## config.mk

```make
export PLATFORM = sky130hd
export DESIGN_NAME = led_matrix_status_registers
export DESIGN_NICKNAME = d
export VERILOG_FILES = /design/src/design/led_status_pkg.sv /design/src/design/bus_stuck_monitor.sv /design/src/design/led_matrix_status_registers.sv
export SDC_FILE = /design/constraint.sdc
export NUM_CORES = 1
export LEC_CHECK = 0
export ABC_AREA = 1
export BUFFER_PORTS_ARGS = -buffer_cell sky130_fd_sc_hd__buf_2
export CAP_MARGIN = 40
export CORE_ASPECT_RATIO = 1.1
export CORE_UTILIZATION = 50
export CTS_CLUSTER_DIAMETER = 60
export DETAILED_ROUTE_END_ITERATION = 7
export GPL_ROUTABILITY_DRIVEN = 0
export HOLD_SLACK_MARGIN = 0.15
export PLACE_DENSITY = 0.76
export SETUP_SLACK_MARGIN = 0.05
export SLEW_MARGIN = 40
export SYNTH_ARGS = -nofsm -noshare
export SYNTH_HDL_FRONTEND = slang
export SYNTH_SLANG_ARGS = --single-unit
```

## constraint.sdc

```tcl
create_clock -name core_clk -period 1.6 [get_ports core_clk]
set_input_delay 0.08 -clock core_clk [delete_from_list [all_inputs] [get_ports core_clk]]
set_output_delay 0.08 -clock core_clk [all_outputs]
set_load 0.1 [all_outputs]
```

## src/design/led_status_pkg.sv

```systemverilog
// constants shared by the led matrix status registers and the bus stuck monitor
// assumes one 40 mhz core clock and byte-wide register data
package led_status_pkg;
    // ==========================================================================
    // register offsets
    localparam logic [7:0] TEST_CTRL_OFFSET   = 8'h09;
    localparam logic [7:0] BUS_MON_OFFSET     = 8'h0b;
    localparam logic [7:0] FAULT_RESULT_OFFSET = 8'h0c;
    localparam logic [7:0] STATE_REPORT_OFFSET = 8'h0d;

    // ==========================================================================
    // reset values
    localparam logic [7:0] TEST_CTRL_RESET    = 8'h00;
    localparam logic [7:0] BUS_MON_RESET      = 8'hff;
    localparam logic [7:0] FAULT_RESULT_RESET = 8'h00;
    localparam logic [7:0] STATE_REPORT_RESET = 8'h00;
    localparam logic [7:0] UNMAPPED_READ      = 8'h00;

    // ==========================================================================
    // field positions
    localparam int TEST_START_BIT   = 0;
    localparam int TEST_FULL_BIT    = 1;
    localparam int MON_ENABLE_BIT   = 0;
    localparam int MON_WINDOW_LSB   = 1;
    localparam int MON_WINDOW_W     = 7;
    localparam int FAULT_RUN_BIT    = 6;
    localparam int FAULT_SHORT_LSB  = 3;
    localparam int FAULT_OPEN_LSB   = 0;
    localparam int MATRIX_COUNT     = 3;
    localparam int MOVIE_BIT        = 6;
    localparam int IRQ_POR_BIT      = 4;
    localparam int IRQ_MON_BIT      = 5;
    localparam int FRAME_LSB        = 0;
    localparam int FRAME_W          = 4;

    // ==========================================================================
    // timing
    localparam int CLK_MHZ          = 40;
    localparam int MON_UNIT_US      = 256;
    localparam int MON_UNIT_CYCLES  = MON_UNIT_US * CLK_MHZ;
endpackage

```

## src/design/bus_stuck_monitor.sv

```systemverilog
// counts how long the serial data line stays low and pulses on timeout
// assumes sda_in is already synchronous to core_clk
`timescale 1ns/1ps
module bus_stuck_monitor #(
    parameter int UNIT_CYCLES = 10240,
    parameter int WINDOW_W    = 7
) (
    input  wire logic                core_clk,
    input  wire logic                rst,
    input  wire logic                enable,
    input  wire logic [WINDOW_W-1:0] window,
    input  wire logic                sda_in,
    output logic                     timeout
);
    localparam int PRE_W = $clog2(UNIT_CYCLES + 1);
    localparam logic [PRE_W-1:0] PRE_LAST = PRE_W'(UNIT_CYCLES - 1);

    logic [PRE_W-1:0]    pre_reg;
    logic [PRE_W-1:0]    pre_next;
    logic [WINDOW_W-1:0] unit_reg;
    logic [WINDOW_W-1:0] unit_next;
    logic                timeout_reg;
    logic                timeout_next;

    // ==========================================================================
    // window of (window + 1) units of low time
    always_comb begin
        pre_next     = pre_reg;
        unit_next    = unit_reg;
        timeout_next = 1'b0;
        if (!enable || sda_in) begin
            pre_next  = '0;
            unit_next = '0;
        end else if (pre_reg == PRE_LAST) begin
            pre_next = '0;
            if (unit_reg == window) begin
                unit_next    = '0;
                timeout_next = 1'b1;
            end else begin
                unit_next = unit_reg + 1'b1;
            end
        end else begin
            pre_next = pre_reg + 1'b1;
        end
    end

    always_ff @(posedge core_clk or posedge rst) begin
        if (rst) begin
            pre_reg     <= '0;
            unit_reg    <= '0;
            timeout_reg <= 1'b0;
        end else begin
            pre_reg     <= pre_next;
            unit_reg    <= unit_next;
            timeout_reg <= timeout_next;
        end
    end

    assign timeout = timeout_reg;
endmodule // bus_stuck_monitor

```

## src/design/led_matrix_status_registers.sv

```systemverilog
// status register bank of an led matrix driver: fault result, state report,
// test control and bus monitor setup, behind the serial slave's register port
// assumes the serial slave engine gives one-cycle read and write strobes,
// and the diagnostic engine and sequencer signals are synchronous to core_clk
`timescale 1ns/1ps
module led_matrix_status_registers
    import led_status_pkg::*;
#(
    parameter int UNIT_CYCLES = MON_UNIT_CYCLES
) (
    input  wire logic                    core_clk,
    input  wire logic                    rst,
    input  wire logic                    rd_en,
    input  wire logic [7:0]              rd_addr,
    input  wire logic                    wr_en,
    input  wire logic [7:0]              wr_addr,
    input  wire logic [7:0]              wr_data,
    input  wire logic                    diag_done,
    input  wire logic [MATRIX_COUNT-1:0] diag_short,
    input  wire logic [MATRIX_COUNT-1:0] diag_open,
    input  wire logic                    movie_playing,
    input  wire logic [FRAME_W-1:0]      frame_index,
    input  wire logic                    sda_in,
    output logic [7:0]                   rd_data,
    output logic                         rd_valid,
    output logic                         test_start,
    output logic                         full_matrix,
    output logic                         if_reset
);
    logic [7:0]              test_ctrl_reg;
    logic [7:0]              test_ctrl_next;
    logic [7:0]              bus_mon_reg;
    logic [7:0]              bus_mon_next;
    logic                    running_reg;
    logic                    running_next;
    logic [MATRIX_COUNT-1:0] short_reg;
    logic [MATRIX_COUNT-1:0] short_next;
    logic [MATRIX_COUNT-1:0] open_reg;
    logic [MATRIX_COUNT-1:0] open_next;
    logic                    por_pending_reg;
    logic                    por_pending_next;
    logic                    irq_por_reg;
    logic                    irq_por_next;
    logic                    irq_mon_reg;
    logic                    irq_mon_next;
    logic [7:0]              rd_data_reg;
    logic [7:0]              rd_data_next;
    logic                    rd_valid_reg;
    logic                    rd_valid_next;
    logic                    test_start_reg;
    logic                    test_start_next;
    logic                    if_reset_reg;
    logic                    if_reset_next;
    logic                    mon_timeout;
    logic                    start_req;
    logic                    report_read;
    logic [7:0]              fault_word;
    logic [7:0]              report_word;

    // ==========================================================================
    // bus stuck monitor
    bus_stuck_monitor #(
        .UNIT_CYCLES (UNIT_CYCLES),
        .WINDOW_W    (MON_WINDOW_W)
    ) u_monitor (
        .core_clk (core_clk),
        .rst      (rst),
        .enable   (bus_mon_reg[MON_ENABLE_BIT]),
        .window   (bus_mon_reg[MON_WINDOW_LSB +: MON_WINDOW_W]),
        .sda_in   (sda_in),
        .timeout  (mon_timeout)
    );

    // ==========================================================================
    // read words
    always_comb begin
        fault_word = FAULT_RESULT_RESET;
        fault_word[FAULT_RUN_BIT] = running_reg;
        fault_word[FAULT_SHORT_LSB +: MATRIX_COUNT] = short_reg;
        fault_word[FAULT_OPEN_LSB +: MATRIX_COUNT] = open_reg;
        report_word = STATE_REPORT_RESET;
        report_word[MOVIE_BIT] = movie_playing;
        report_word[IRQ_POR_BIT] = irq_por_reg;
        report_word[IRQ_MON_BIT] = irq_mon_reg;
        report_word[FRAME_LSB +: FRAME_W] = frame_index;
    end

    // ==========================================================================
    // register port and status state
    always_comb begin
        start_req   = wr_en && (wr_addr == TEST_CTRL_OFFSET) && !wr_data[TEST_START_BIT];
        report_read = rd_en && (rd_addr == STATE_REPORT_OFFSET);
        test_ctrl_next   = test_ctrl_reg;
        bus_mon_next     = bus_mon_reg;
        running_next     = running_reg;
        short_next       = short_reg;
        open_next        = open_reg;
        por_pending_next = 1'b0;
        irq_por_next     = irq_por_reg;
        irq_mon_next     = irq_mon_reg;
        rd_data_next     = rd_data_reg;
        rd_valid_next    = rd_en;
        test_start_next  = start_req;
        if_reset_next    = mon_timeout;

        if (wr_en && (wr_addr == TEST_CTRL_OFFSET)) begin
            test_ctrl_next = wr_data;
        end
        if (wr_en && (wr_addr == BUS_MON_OFFSET)) begin
            bus_mon_next = wr_data;
        end

        // results and running flag move together so a poll never sees stale bits
        if (diag_done) begin
            short_next   = diag_short;
            open_next    = diag_open;
            running_next = 1'b0;
        end
        if (start_req) begin
            running_next = 1'b1;
        end

        if (rd_en) begin
            case (rd_addr)
                TEST_CTRL_OFFSET:    rd_data_next = test_ctrl_reg;
                BUS_MON_OFFSET:      rd_data_next = bus_mon_reg;
                FAULT_RESULT_OFFSET: rd_data_next = fault_word;
                STATE_REPORT_OFFSET: rd_data_next = report_word;
                default:             rd_data_next = UNMAPPED_READ;
            endcase
        end

        // clear on read first, so a new cause in the same cycle still sets
        if (report_read) begin
            irq_por_next = 1'b0;
            irq_mon_next = 1'b0;
        end
        if (por_pending_reg) begin
            irq_por_next = 1'b1;
        end
        if (mon_timeout) begin
            irq_mon_next = 1'b1;
        end
    end

    always_ff @(posedge core_clk or posedge rst) begin
        if (rst) begin
            test_ctrl_reg   <= TEST_CTRL_RESET;
            bus_mon_reg     <= BUS_MON_RESET;
            running_reg     <= FAULT_RESULT_RESET[FAULT_RUN_BIT];
            short_reg       <= '0;
            open_reg        <= '0;
            por_pending_reg <= 1'b1;
            irq_por_reg     <= 1'b0;
            irq_mon_reg     <= 1'b0;
            rd_data_reg     <= 8'h00;
            rd_valid_reg    <= 1'b0;
            test_start_reg  <= 1'b0;
            if_reset_reg    <= 1'b0;
        end else begin
            test_ctrl_reg   <= test_ctrl_next;
            bus_mon_reg     <= bus_mon_next;
            running_reg     <= running_next;
            short_reg       <= short_next;
            open_reg        <= open_next;
            por_pending_reg <= por_pending_next;
            irq_por_reg     <= irq_por_next;
            irq_mon_reg     <= irq_mon_next;
            rd_data_reg     <= rd_data_next;
            rd_valid_reg    <= rd_valid_next;
            test_start_reg  <= test_start_next;
            if_reset_reg    <= if_reset_next;
        end
    end

    // ==========================================================================
    // outputs
    assign rd_data     = rd_data_reg;
    assign rd_valid    = rd_valid_reg;
    assign test_start  = test_start_reg;
    assign full_matrix = test_ctrl_reg[TEST_FULL_BIT];
    assign if_reset    = if_reset_reg;
endmodule // led_matrix_status_registers

```

==> metrics.txt, run 1 <==
WP depth 9; antenna violations before repair 0; cell mode on critical path nand2_4; reg2reg setup slack 0.17 ns; Leak 1.97 nW; routed wire length just under 7 mm; Critical Path RT 1.87 ns; first-pass GRT wire length 11.9 mm; Critical Path Start u_monitor.pre_reg[0]$_DFF_PP0_; Initial DRC Count 166; CTS root buf clkbuf_8; Worst Hold Depth 4; Cells after Synth 385; Initial Util a little over half; HP Class input port to flop; GR Util All Layers approximately a quarter; DR vias/cell 5.08; Yosys cell types 31; fill cell count approximately 500; commonest non-fill, non-tap cell in the layout nand2_1; r2r endpoint u_monitor.unit_reg[2]$_DFFE_PP0P_; ant diodes 0; Reg2Reg Depth 9; Setup crit end u_monitor.unit_reg[2]$_DFFE_PP0P_; CP Capture Type flop; asr flop ratio synth 100%; hold wc startpoint rd_addr[3]; chip height between 80 and 90 microns; Layout area overhead 24.2%; largest net degree at the start of global routing 60; Yosys top cell area share 40.9%; remaining global-route overflow 0; Worst Setup Start Kind flop; max reg flops 14; die area 6440 sq um; Clock Pin Slew Worst Setup and Hold Paths 0.06 ns; Peak Freq 701 MHz; number of synthesized flops with an enable pin 0; layout cells sized above 1 a little over a fifth; RSZ-0062 raised after global routing false; final worst-path cycle share 89.1%; Synthesis Warnings 0; largest stage delay on the critical path 0.35 ns; final hold viol count 0; Setup CP Type flop to flop; Finish-stage setup viols 0; top cells by area, synth dfrtp_1 41%, nand2_1 14%, dfstp_2 7.7%, inv_1 6.5%, nand3_1 4.6%; Cell Chain, Critical Path ha_1 -> nand2_2 -> inv_2 -> nand2_4 -> nor2_4 -> nand2_4 -> inv_1 -> nand4_1 -> nand2_1; ys flop type dfrtp_1; MaxCap Viol Count 0; outcome finished clean; PD cells ~800 nW/um^2; slowest CP cell dfrtp_1; HPWL after DPL 4.74 mm; post-synthesis sequential area ratio roughly half; Num CTS Buffers 9; standard-cell rows 29; Ports 53; Pre-Repair DR Iteration Count 5; Final Slew Violations 0; Routed Antenna Nets 0; Crit path max-delay family simple AND/OR/NAND/NOR gates; leading area contributor after synthesis dfrtp_1; core area 5840 sq um; crit path max fanout 7; DR vias 2798; synthesized flop and latch total between 50 and 60; most frequent cells in the layout 115 x nand2_1, 52 x inv_1, 52 x buf_2, 50 x dfrtp_1, 29 x nor2_1; setup TNS 0 ns; Worst-Skew Late Latency between 0.3 and 0.4 ns; WL/cell approximately 12 microns; average size of a mapped cell 7.95 sq um; width of the die ~77 microns; clock sink count 59; Mapped Area 3060 sq um; post-synthesis net count between 400 and 500; Setup Skew between 0.008 and 0.009 ns; post-placement cell count 511; Period minus WS final 1.43 ns; fin nets 512; CP bufs+invs 2; port bufs 52; Max clock buf depth 2; final non-filler cell total 551; vias in the first global route 2757; CP arrival ~1.7 ns; VDD IR-drop max 499 uV; TritonCTS clock tree built; DRC violations left 0; RR Startpoint u_monitor.pre_reg[0]$_DFF_PP0_; htree depth 3
power breakdown:
part	switching (W)	total, W	leakage [nW]	internal (W)
sequential	0.0000278	0.00157	0.765	0.00154
combinational	0.000167	0.000293	1.11	0.000127
clock	0.000539	0.00114	0.0872	0.000597
total	0.000734	0.00300	1.97	0.00227
per-stage QoR:
| stage | util, % | hold WS (ns) | setup slack, ns | power (W) | area [sq um] |
|---|---|---|---|---|---|
| floorplan | - | 0.111 | 0.0786 | 0.00174 | 3060 |
| global placement | 58.1 | 0.156 | 0.191 | 0.00183 | 3390 |
| detailed placement | 58.1 | 0.166 | 0.155 | 0.00184 | 3390 |
| CTS | 65.0 | 0.153 | 0.138 | 0.00302 | 3800 |
| global route | 65.1 | 0.173 | 0.0567 | 0.00313 | 3800 |
| finish | 65.1 | 0.163 | 0.174 | 0.00300 | 3800 |
routing by layer:
layer / GRT usage [%] / wire length, microns / vias to the layer above
li1: - / - / 1382
met1: 30.6 / 3030 / 1302
met2: 38.1 / 3290 / 97
met3: 4.26 / 295 / 17
met4: 12.2 / 164 / 0
met5: 0 / 0 / -
synthesized netlist by cell type (all sizes together), types with 3 or more instances:
master / number
xor2: 6
inv: 55
buf: 5
mux2: 6
dfrtp: 50
nand3: 30
nand2: 121
o21ai: 32
a21oi: 3
dfstp: 9
nor3: 11
nor2: 36
nand4: 8
final cells by class:
type	count	area, sq um	share of cell area [%]
flip-flops and latches	59	1490	39.1
multi-input cells	263	1300	34.1
repair buffers	80	543	14.3
inverters	56	213	5.60
clock buffers	13	149	3.92
well taps	77	96.3	2.53
clock inverters	3	15.0	0.395
how the worst min path moves through the flow:
stage | end | slack [ns]
global route | rd_data[2]$_DFFE_PP0P_ | 0.17
global placement | test_start$_DFF_PP0_ | 0.16
floorplan | rd_valid$_DFF_PP0_ | 0.11
finish | irq_mon_reg$_DFFE_PP0P_ | 0.16
CTS | irq_mon_reg$_DFFE_PP0P_ | 0.15
detailed placement | running_reg$_DFFE_PP0P_ | 0.17
worst register-to-register path, cell delays in order (launching register included):
cell	delay (ns)
dfrtp_1	0.35
ha_1	0.18
nand2_2	0.07
inv_2	0.08
nand2_4	0.06
nor2_4	0.13
nand2_4	0.07
inv_1	0.19
nand4_1	0.14
nand2_1	0.09
cell families (layout without fill, tap and decap cells):
logic type                 count (synthesis)  count (layout)  synth area share [%]
other                                      1               1                 0.123
adders and majority gates                  2               2                 0.818
buffers and inverters                     63             152                  8.99
AOI/OAI and AO/OA                         38              38                  6.42
xor gates and xnor gates                   7               7                  2.00
DFF                                       59              59                  48.6
and+or+nand+nor                          209             209                  30.8
muxes                                      6               6                  2.21
timing repair:
item / in CTS / in global routing
gates resized for setup: 0 / 1
hold buffers: 24 / 0
endpoints found under the hold margin: 102 / 0
setup endpoints to repair: 0 / 4
setup buffers: 0 / 0
(Power assumes the default switching activity.)
==> run 2, diff against run 1 <==
--- a/config.mk
+++ b/config.mk
@@ -14,7 +14,7 @@
 export DETAILED_ROUTE_END_ITERATION = 7
 export GPL_ROUTABILITY_DRIVEN = 0
 export HOLD_SLACK_MARGIN = 0.15
-export PLACE_DENSITY = 0.76
+export PLACE_DENSITY = 0.73
 export SETUP_SLACK_MARGIN = 0.05
 export SLEW_MARGIN = 40
 export SYNTH_ARGS = -nofsm -noshare
==> metrics.txt, run 2 (same netlist as run 1, synthesis figures left out) <==
CP arrival 1.65 ns (-0.04 ns); Setup Skew 0.00823 ns (+0.0000258 ns); HPWL after DPL 4.71 mm (-0.58%); Worst-Skew Late Latency 0.34 ns (about the same); Setup Fix Bufs, Post-CTS 0 (unchanged); Period minus WS final 1.43 ns (+0.00211 ns); vias in the first global route 2603 (-5.6%); Worst Setup Start Kind flop; GR Util All Layers 24.5% (+0.79 points); PD cells 817 nW/um^2 (+3.5%); fill cell count 502 (+3.1%); ant diodes 0 (unchanged); commonest non-fill, non-tap cell in the layout nand2_1; reg2reg setup slack 0.17 ns (about the same); crit path max fanout 11 (+4); Cell Chain, Critical Path ha_1 -> nand2_2 -> inv_2 -> nand2_4 -> nor2_4 -> nand2_4 -> nand2_8 -> inv_4 -> and3_1; Max clock buf depth 2 (unchanged); Leak 1.98 nW (+0.49%); DP Area 3400 sq um (+0.22%); Clock Pin Slew Worst Setup and Hold Paths 0.06 ns (about the same); Pre-Repair DR Iteration Count 4 (-1); DR vias 2709 (-3.2%); port bufs 52 (unchanged); routed wire length 6.99 mm (+3.0%); remaining global-route overflow 0 (unchanged); slowest CP cell dfrtp_1; WP depth 9 (unchanged); largest net degree at the start of global routing 60 (unchanged); clock sink count 59 (unchanged); Final Instance Area 3850 sq um (+1.3%); WHS Endpoint irq_por_reg$_DFFE_PP0P_; CP bufs+invs 2 (unchanged); Setup CP Type flop to flop; HP Class input port to flop; Critical Path Start u_monitor.pre_reg[0]$_DFF_PP0_; multi-input logic area 1310 sq um (+0.68%); outcome finished clean; Ports 53 (unchanged); Initial DRC Count 146 (-12%); CTS root buf clkbuf_8; DRC violations left 0 (unchanged); Final Slew Violations 0 (unchanged); CP Capture Type flop; RR Startpoint u_monitor.pre_reg[0]$_DFF_PP0_; DR vias/cell 4.91 (-3.4%); max reg flops 14 (unchanged); post-placement cell count 512 (+0.20%); setup TNS 0 ns (unchanged); standard-cell rows 29 (unchanged); chip height 84.1 microns (unchanged); MaxCap Viol Count 0 (unchanged); WL/cell 12.7 microns (+2.9%); Routed Antenna Nets 0 (unchanged); width of the die 76.6 microns (unchanged); core area 5840 sq um (unchanged); final non-filler cell total 552 (+0.18%); minimum hold slack 0.184 ns (+0.0208 ns); Initial Util 52.4% (unchanged); most frequent cells in the layout 115 x nand2_1, 52 x buf_2, 51 x inv_1, 50 x dfrtp_1, 29 x nor2_1; Layout area overhead 25.8%; Finish-stage setup viols 0 (unchanged); VDD IR-drop max 737 uV (+48%); largest stage delay on the critical path 0.35 ns (about the same); hold wc startpoint rd_addr[1]; layout cells sized above 1 22.5% (+0.59 points); RSZ-0062 raised after global routing true; htree depth 3 (unchanged); TritonCTS clock tree built; cell mode on critical path nand2_4; r2r endpoint u_monitor.pre_reg[12]$_DFF_PP0_; Crit path max-delay family simple AND/OR/NAND/NOR gates; Worst Hold Depth 5 (+1); first-pass GRT wire length 12.1 mm (+1.3%); fin nets 513 (+0.20%); final worst-path cycle share 89.2% (+0.13 points); Num CTS Buffers 9 (unchanged); Reg2Reg Depth 9 (unchanged); Peak Freq 700 MHz (-0.15%); final hold viol count 0 (unchanged); Register Area 1490 sq um (unchanged); Critical Path RT 1.82 ns (-0.05 ns); die area 6440 sq um (unchanged); antenna violations before repair 0 (unchanged); final cell utilization of the core 65.9% (+0.81 points)
-- run 2: area by class of cell --
type | count | area share [%]
Sequential cell | 59 | 38.7
Multi-Input combinational cell | 263 | 33.9
Timing Repair Buffer | 81 | 14.3
Inverter | 56 | 5.62
Clock buffer | 15 | 4.84
Tap cell | 77 | 2.50
Clock inverter | 1 | 0.130
-- run 2: per-layer routing --
metal	routed length, microns	up-vias	GRT usage [%]
met3	284	9	6.23
met5	0	-	0
met1	3270	1257	32.6
met2	3320	62	39.1
li1	-	1381	-
met4	110	0	8.04
-- run 2: worst min-delay path, stage by stage --
cell and delay, ns:
buf_2 0.09, inv_1 0.07, nand3_2 0.08, nor3_2 0.05, o21bai_1 0.11
-- run 2: repair_timing --
item                                   4_1_cts  5_1_grt
endpoints found under the hold margin      105        0
hold buffers                                24        0
setup endpoints to repair                    0       11
resized for setup                            0        3
-- run 2: through the flow --
stage                     setup WS, ns  total power [W]
after global placement           0.192          0.00184
final                            0.172          0.00315
after detailed placement         0.137          0.00184
after floorplan                 0.0786          0.00174
after CTS                        0.124          0.00317
after global routing            0.0397          0.00329
-- run 2: worst max-delay path by stage --
stage	slack (ns)	end
after floorplan	0.08	if_reset$_DFF_PP0_
after global placement	0.19	u_monitor.pre_reg[12]$_DFF_PP0_
after detailed placement	0.14	u_monitor.pre_reg[12]$_DFF_PP0_
after CTS	0.12	u_monitor.pre_reg[12]$_DFF_PP0_
after global routing	0.04	u_monitor.pre_reg[12]$_DFF_PP0_
final	0.17	u_monitor.pre_reg[12]$_DFF_PP0_
-- run 2: report_power, final --
group	switching [W]	total (W)	leakage (nW)	internal, W
clock	0.000546	0.00128	0.0997	0.000730
sequential	0.0000281	0.00157	0.765	0.00154
combinational	0.000171	0.000299	1.11	0.000128
total	0.000745	0.00315	1.98	0.00240
==> run 3, diff against run 2 <==
--- a/config.mk
+++ b/config.mk
@@ -10,6 +10,7 @@
 export CAP_MARGIN = 40
 export CORE_ASPECT_RATIO = 1.1
 export CORE_UTILIZATION = 50
+export CTS_BUF_LIST = sky130_fd_sc_hd__clkbuf_16
 export CTS_CLUSTER_DIAMETER = 60
 export DETAILED_ROUTE_END_ITERATION = 7
 export GPL_ROUTABILITY_DRIVEN = 0
==> constraint.sdc (replaced) <==
create_clock -name core_clk -period 1.6 [get_ports core_clk]
set_input_delay 0.08 -clock core_clk [delete_from_list [all_inputs] [get_ports core_clk]]
set_output_delay 0.08 -clock core_clk [all_outputs]
set_load 0.02 [all_outputs]
==> metrics.txt, run 3 (same netlist as run 1, synthesis figures left out) <==
ant diodes 0 (unchanged); Worst Setup Start Kind flop; first-pass GRT wire length 12.4 mm (+2.8%); Pre-Repair DR Iteration Count 4 (unchanged); largest stage delay on the critical path 0.35 ns (about the same); CP Capture Type flop; HP Class input port to flop; DRC violations left 0 (unchanged); HPWL after DPL 4.71 mm (unchanged); commonest non-fill, non-tap cell in the layout nand2_1; Initial DRC Count 109 (-25%); Reg2Reg Depth 9 (unchanged); Ports 53 (unchanged); Layout area overhead 27.1%; layout cells sized above 1 21.8% (-0.75 points); MaxCap Viol Count 0 (unchanged); clock sink count 59 (unchanged); fill cell count 490 (-2.4%); Crit path max-delay family simple AND/OR/NAND/NOR gates; final worst-path cycle share 89.2% (about the same); DR vias 2757 (+1.8%); Critical Path RT 1.81 ns (about the same); Setup CP Type flop to flop; RSZ-0062 raised after global routing true; fin nets 511 (-0.39%); Cell Chain, Critical Path ha_1 -> nand2_2 -> inv_2 -> nand2_4 -> nor2_4 -> nand2_4 -> nand2_8 -> inv_4 -> and3_1; cell mode on critical path nand2_4; Clock Pin Slew Worst Setup and Hold Paths 0.05 ns (about the same); routed wire length 7.20 mm (+3.0%); CTS root buf clkbuf_16; WL/cell 13.1 microns (+3.4%); VDD IR-drop max 695 uV (-5.6%); RR Startpoint u_monitor.pre_reg[0]$_DFF_PP0_; htree depth 3 (unchanged); setup TNS 0 ns (unchanged); port bufs 52 (unchanged); Max clock buf depth 2 (unchanged); r2r endpoint u_monitor.pre_reg[12]$_DFF_PP0_; final setup margin 0.173 ns (+0.00107 ns); Worst-Skew Late Latency 0.32 ns (-0.02 ns); remaining global-route overflow 0 (unchanged); most frequent cells in the layout 115 x nand2_1, 53 x inv_1, 52 x buf_2, 50 x dfrtp_1, 29 x nor2_1; CP arrival 1.63 ns (-0.02 ns); Peak Freq 701 MHz (about the same); Register Area 1490 sq um (unchanged); PD cells 890 nW/um^2 (+8.9%); chip height 84.1 microns (unchanged); minimum hold slack 0.172 ns (-0.0118 ns); largest net degree at the start of global routing 60 (unchanged); Leak 2.00 nW (+1.2%); TritonCTS clock tree built; multi-input logic area 1310 sq um (unchanged); crit path max fanout 11 (unchanged); max reg flops 14 (unchanged); reg2reg setup slack 0.17 ns (about the same); DR vias/cell 5.01 (+2.1%); standard-cell rows 29 (unchanged); Initial Util 52.4% (unchanged); WP depth 9 (unchanged); GR Util All Layers 25.2% (+0.73 points); Finish-stage setup viols 0 (unchanged); outcome finished clean; width of the die 76.6 microns (unchanged); core area 5840 sq um (unchanged); final hold viol count 0 (unchanged); Setup crit end u_monitor.pre_reg[12]$_DFF_PP0_; Final Slew Violations 0 (unchanged); pre-CTS setup slack 0.137 ns (unchanged); die area 6440 sq um (unchanged); Period minus WS final 1.43 ns (-0.00107 ns); slowest CP cell dfrtp_1; Setup Fix Bufs, Post-CTS 0 (unchanged); Setup Skew 0.00624 ns (-0.00199 ns); antenna violations before repair 0 (unchanged); Num CTS Buffers 9 (unchanged); Routed Antenna Nets 0 (unchanged); vias in the first global route 2693 (+3.5%); Critical Path Start u_monitor.pre_reg[0]$_DFF_PP0_; CP bufs+invs 2 (unchanged)
run 3: power breakdown:
group	total [W]	internal (W)	leakage (nW)	switching (W)
Clock	0.00161	0.00101	0.132	0.000607
Sequential	0.00157	0.00155	0.765	0.0000281
Combinational	0.000276	0.000125	1.10	0.000151
run 3: worst min path at each step:
stage	cells past startpoint	slack (ns)	to	startpoint
6_report	4	0.17	irq_por_reg$_DFFE_PP0P_	rd_addr[0]
5_1_grt	4	0.17	irq_por_reg$_DFFE_PP0P_	rd_addr[0]
4_1_cts	4	0.16	irq_por_reg$_DFFE_PP0P_	rd_addr[0]
3_3_place_gp	3	0.16	test_start$_DFF_PP0_	rst
2_1_floorplan	0	0.11	rd_valid$_DFF_PP0_	rd_en
3_5_place_dp	3	0.16	test_start$_DFF_PP0_	rst
run 3: tightest hold or removal path: stages:
cell	delay, ns
buf_2	0.13
nand3_2	0.08
nor3_2	0.05
o21bai_1	0.11
run 3: timing repair:
item,in CTS,in global routing
setup endpoints to repair,0,11
hold buffers,22,0
endpoints found under the hold margin,102,0
gates resized for setup,0,3
run 3: cell type report:
type                            count  share of cell area (%)
Sequential cell                    59                    38.2
Multi-Input combinational cell    263                    33.6
Timing Repair Buffer               79                    13.6
Clock buffer                        9                    5.79
Inverter                           56                    5.56
Tap cell                           77                    2.48
Clock inverter                      7                   0.708
run 3: layer usage:
layer | routed length (microns) | global-route usage [%] | vias to the layer above
met4 | 202 | 12.4 | 0
met3 | 275 | 5.36 | 17
met2 | 3460 | 40.2 | 74
li1 | - | - | 1383
met5 | 0 | 0 | -
met1 | 3260 | 32.5 | 1283
run 3: through the flow:
stage | area (sq um) | total power (W) | cells | util, %
2_1_floorplan | 3060 | 0.00172 | 385 | -
3_3_place_gp | 3400 | 0.00182 | 512 | 58.2
3_5_place_dp | 3400 | 0.00182 | 512 | 58.2
4_1_cts | 3870 | 0.00348 | 550 | 66.3
5_1_grt | 3890 | 0.00360 | 550 | 66.6
6_report | 3890 | 0.00346 | 550 | 66.6
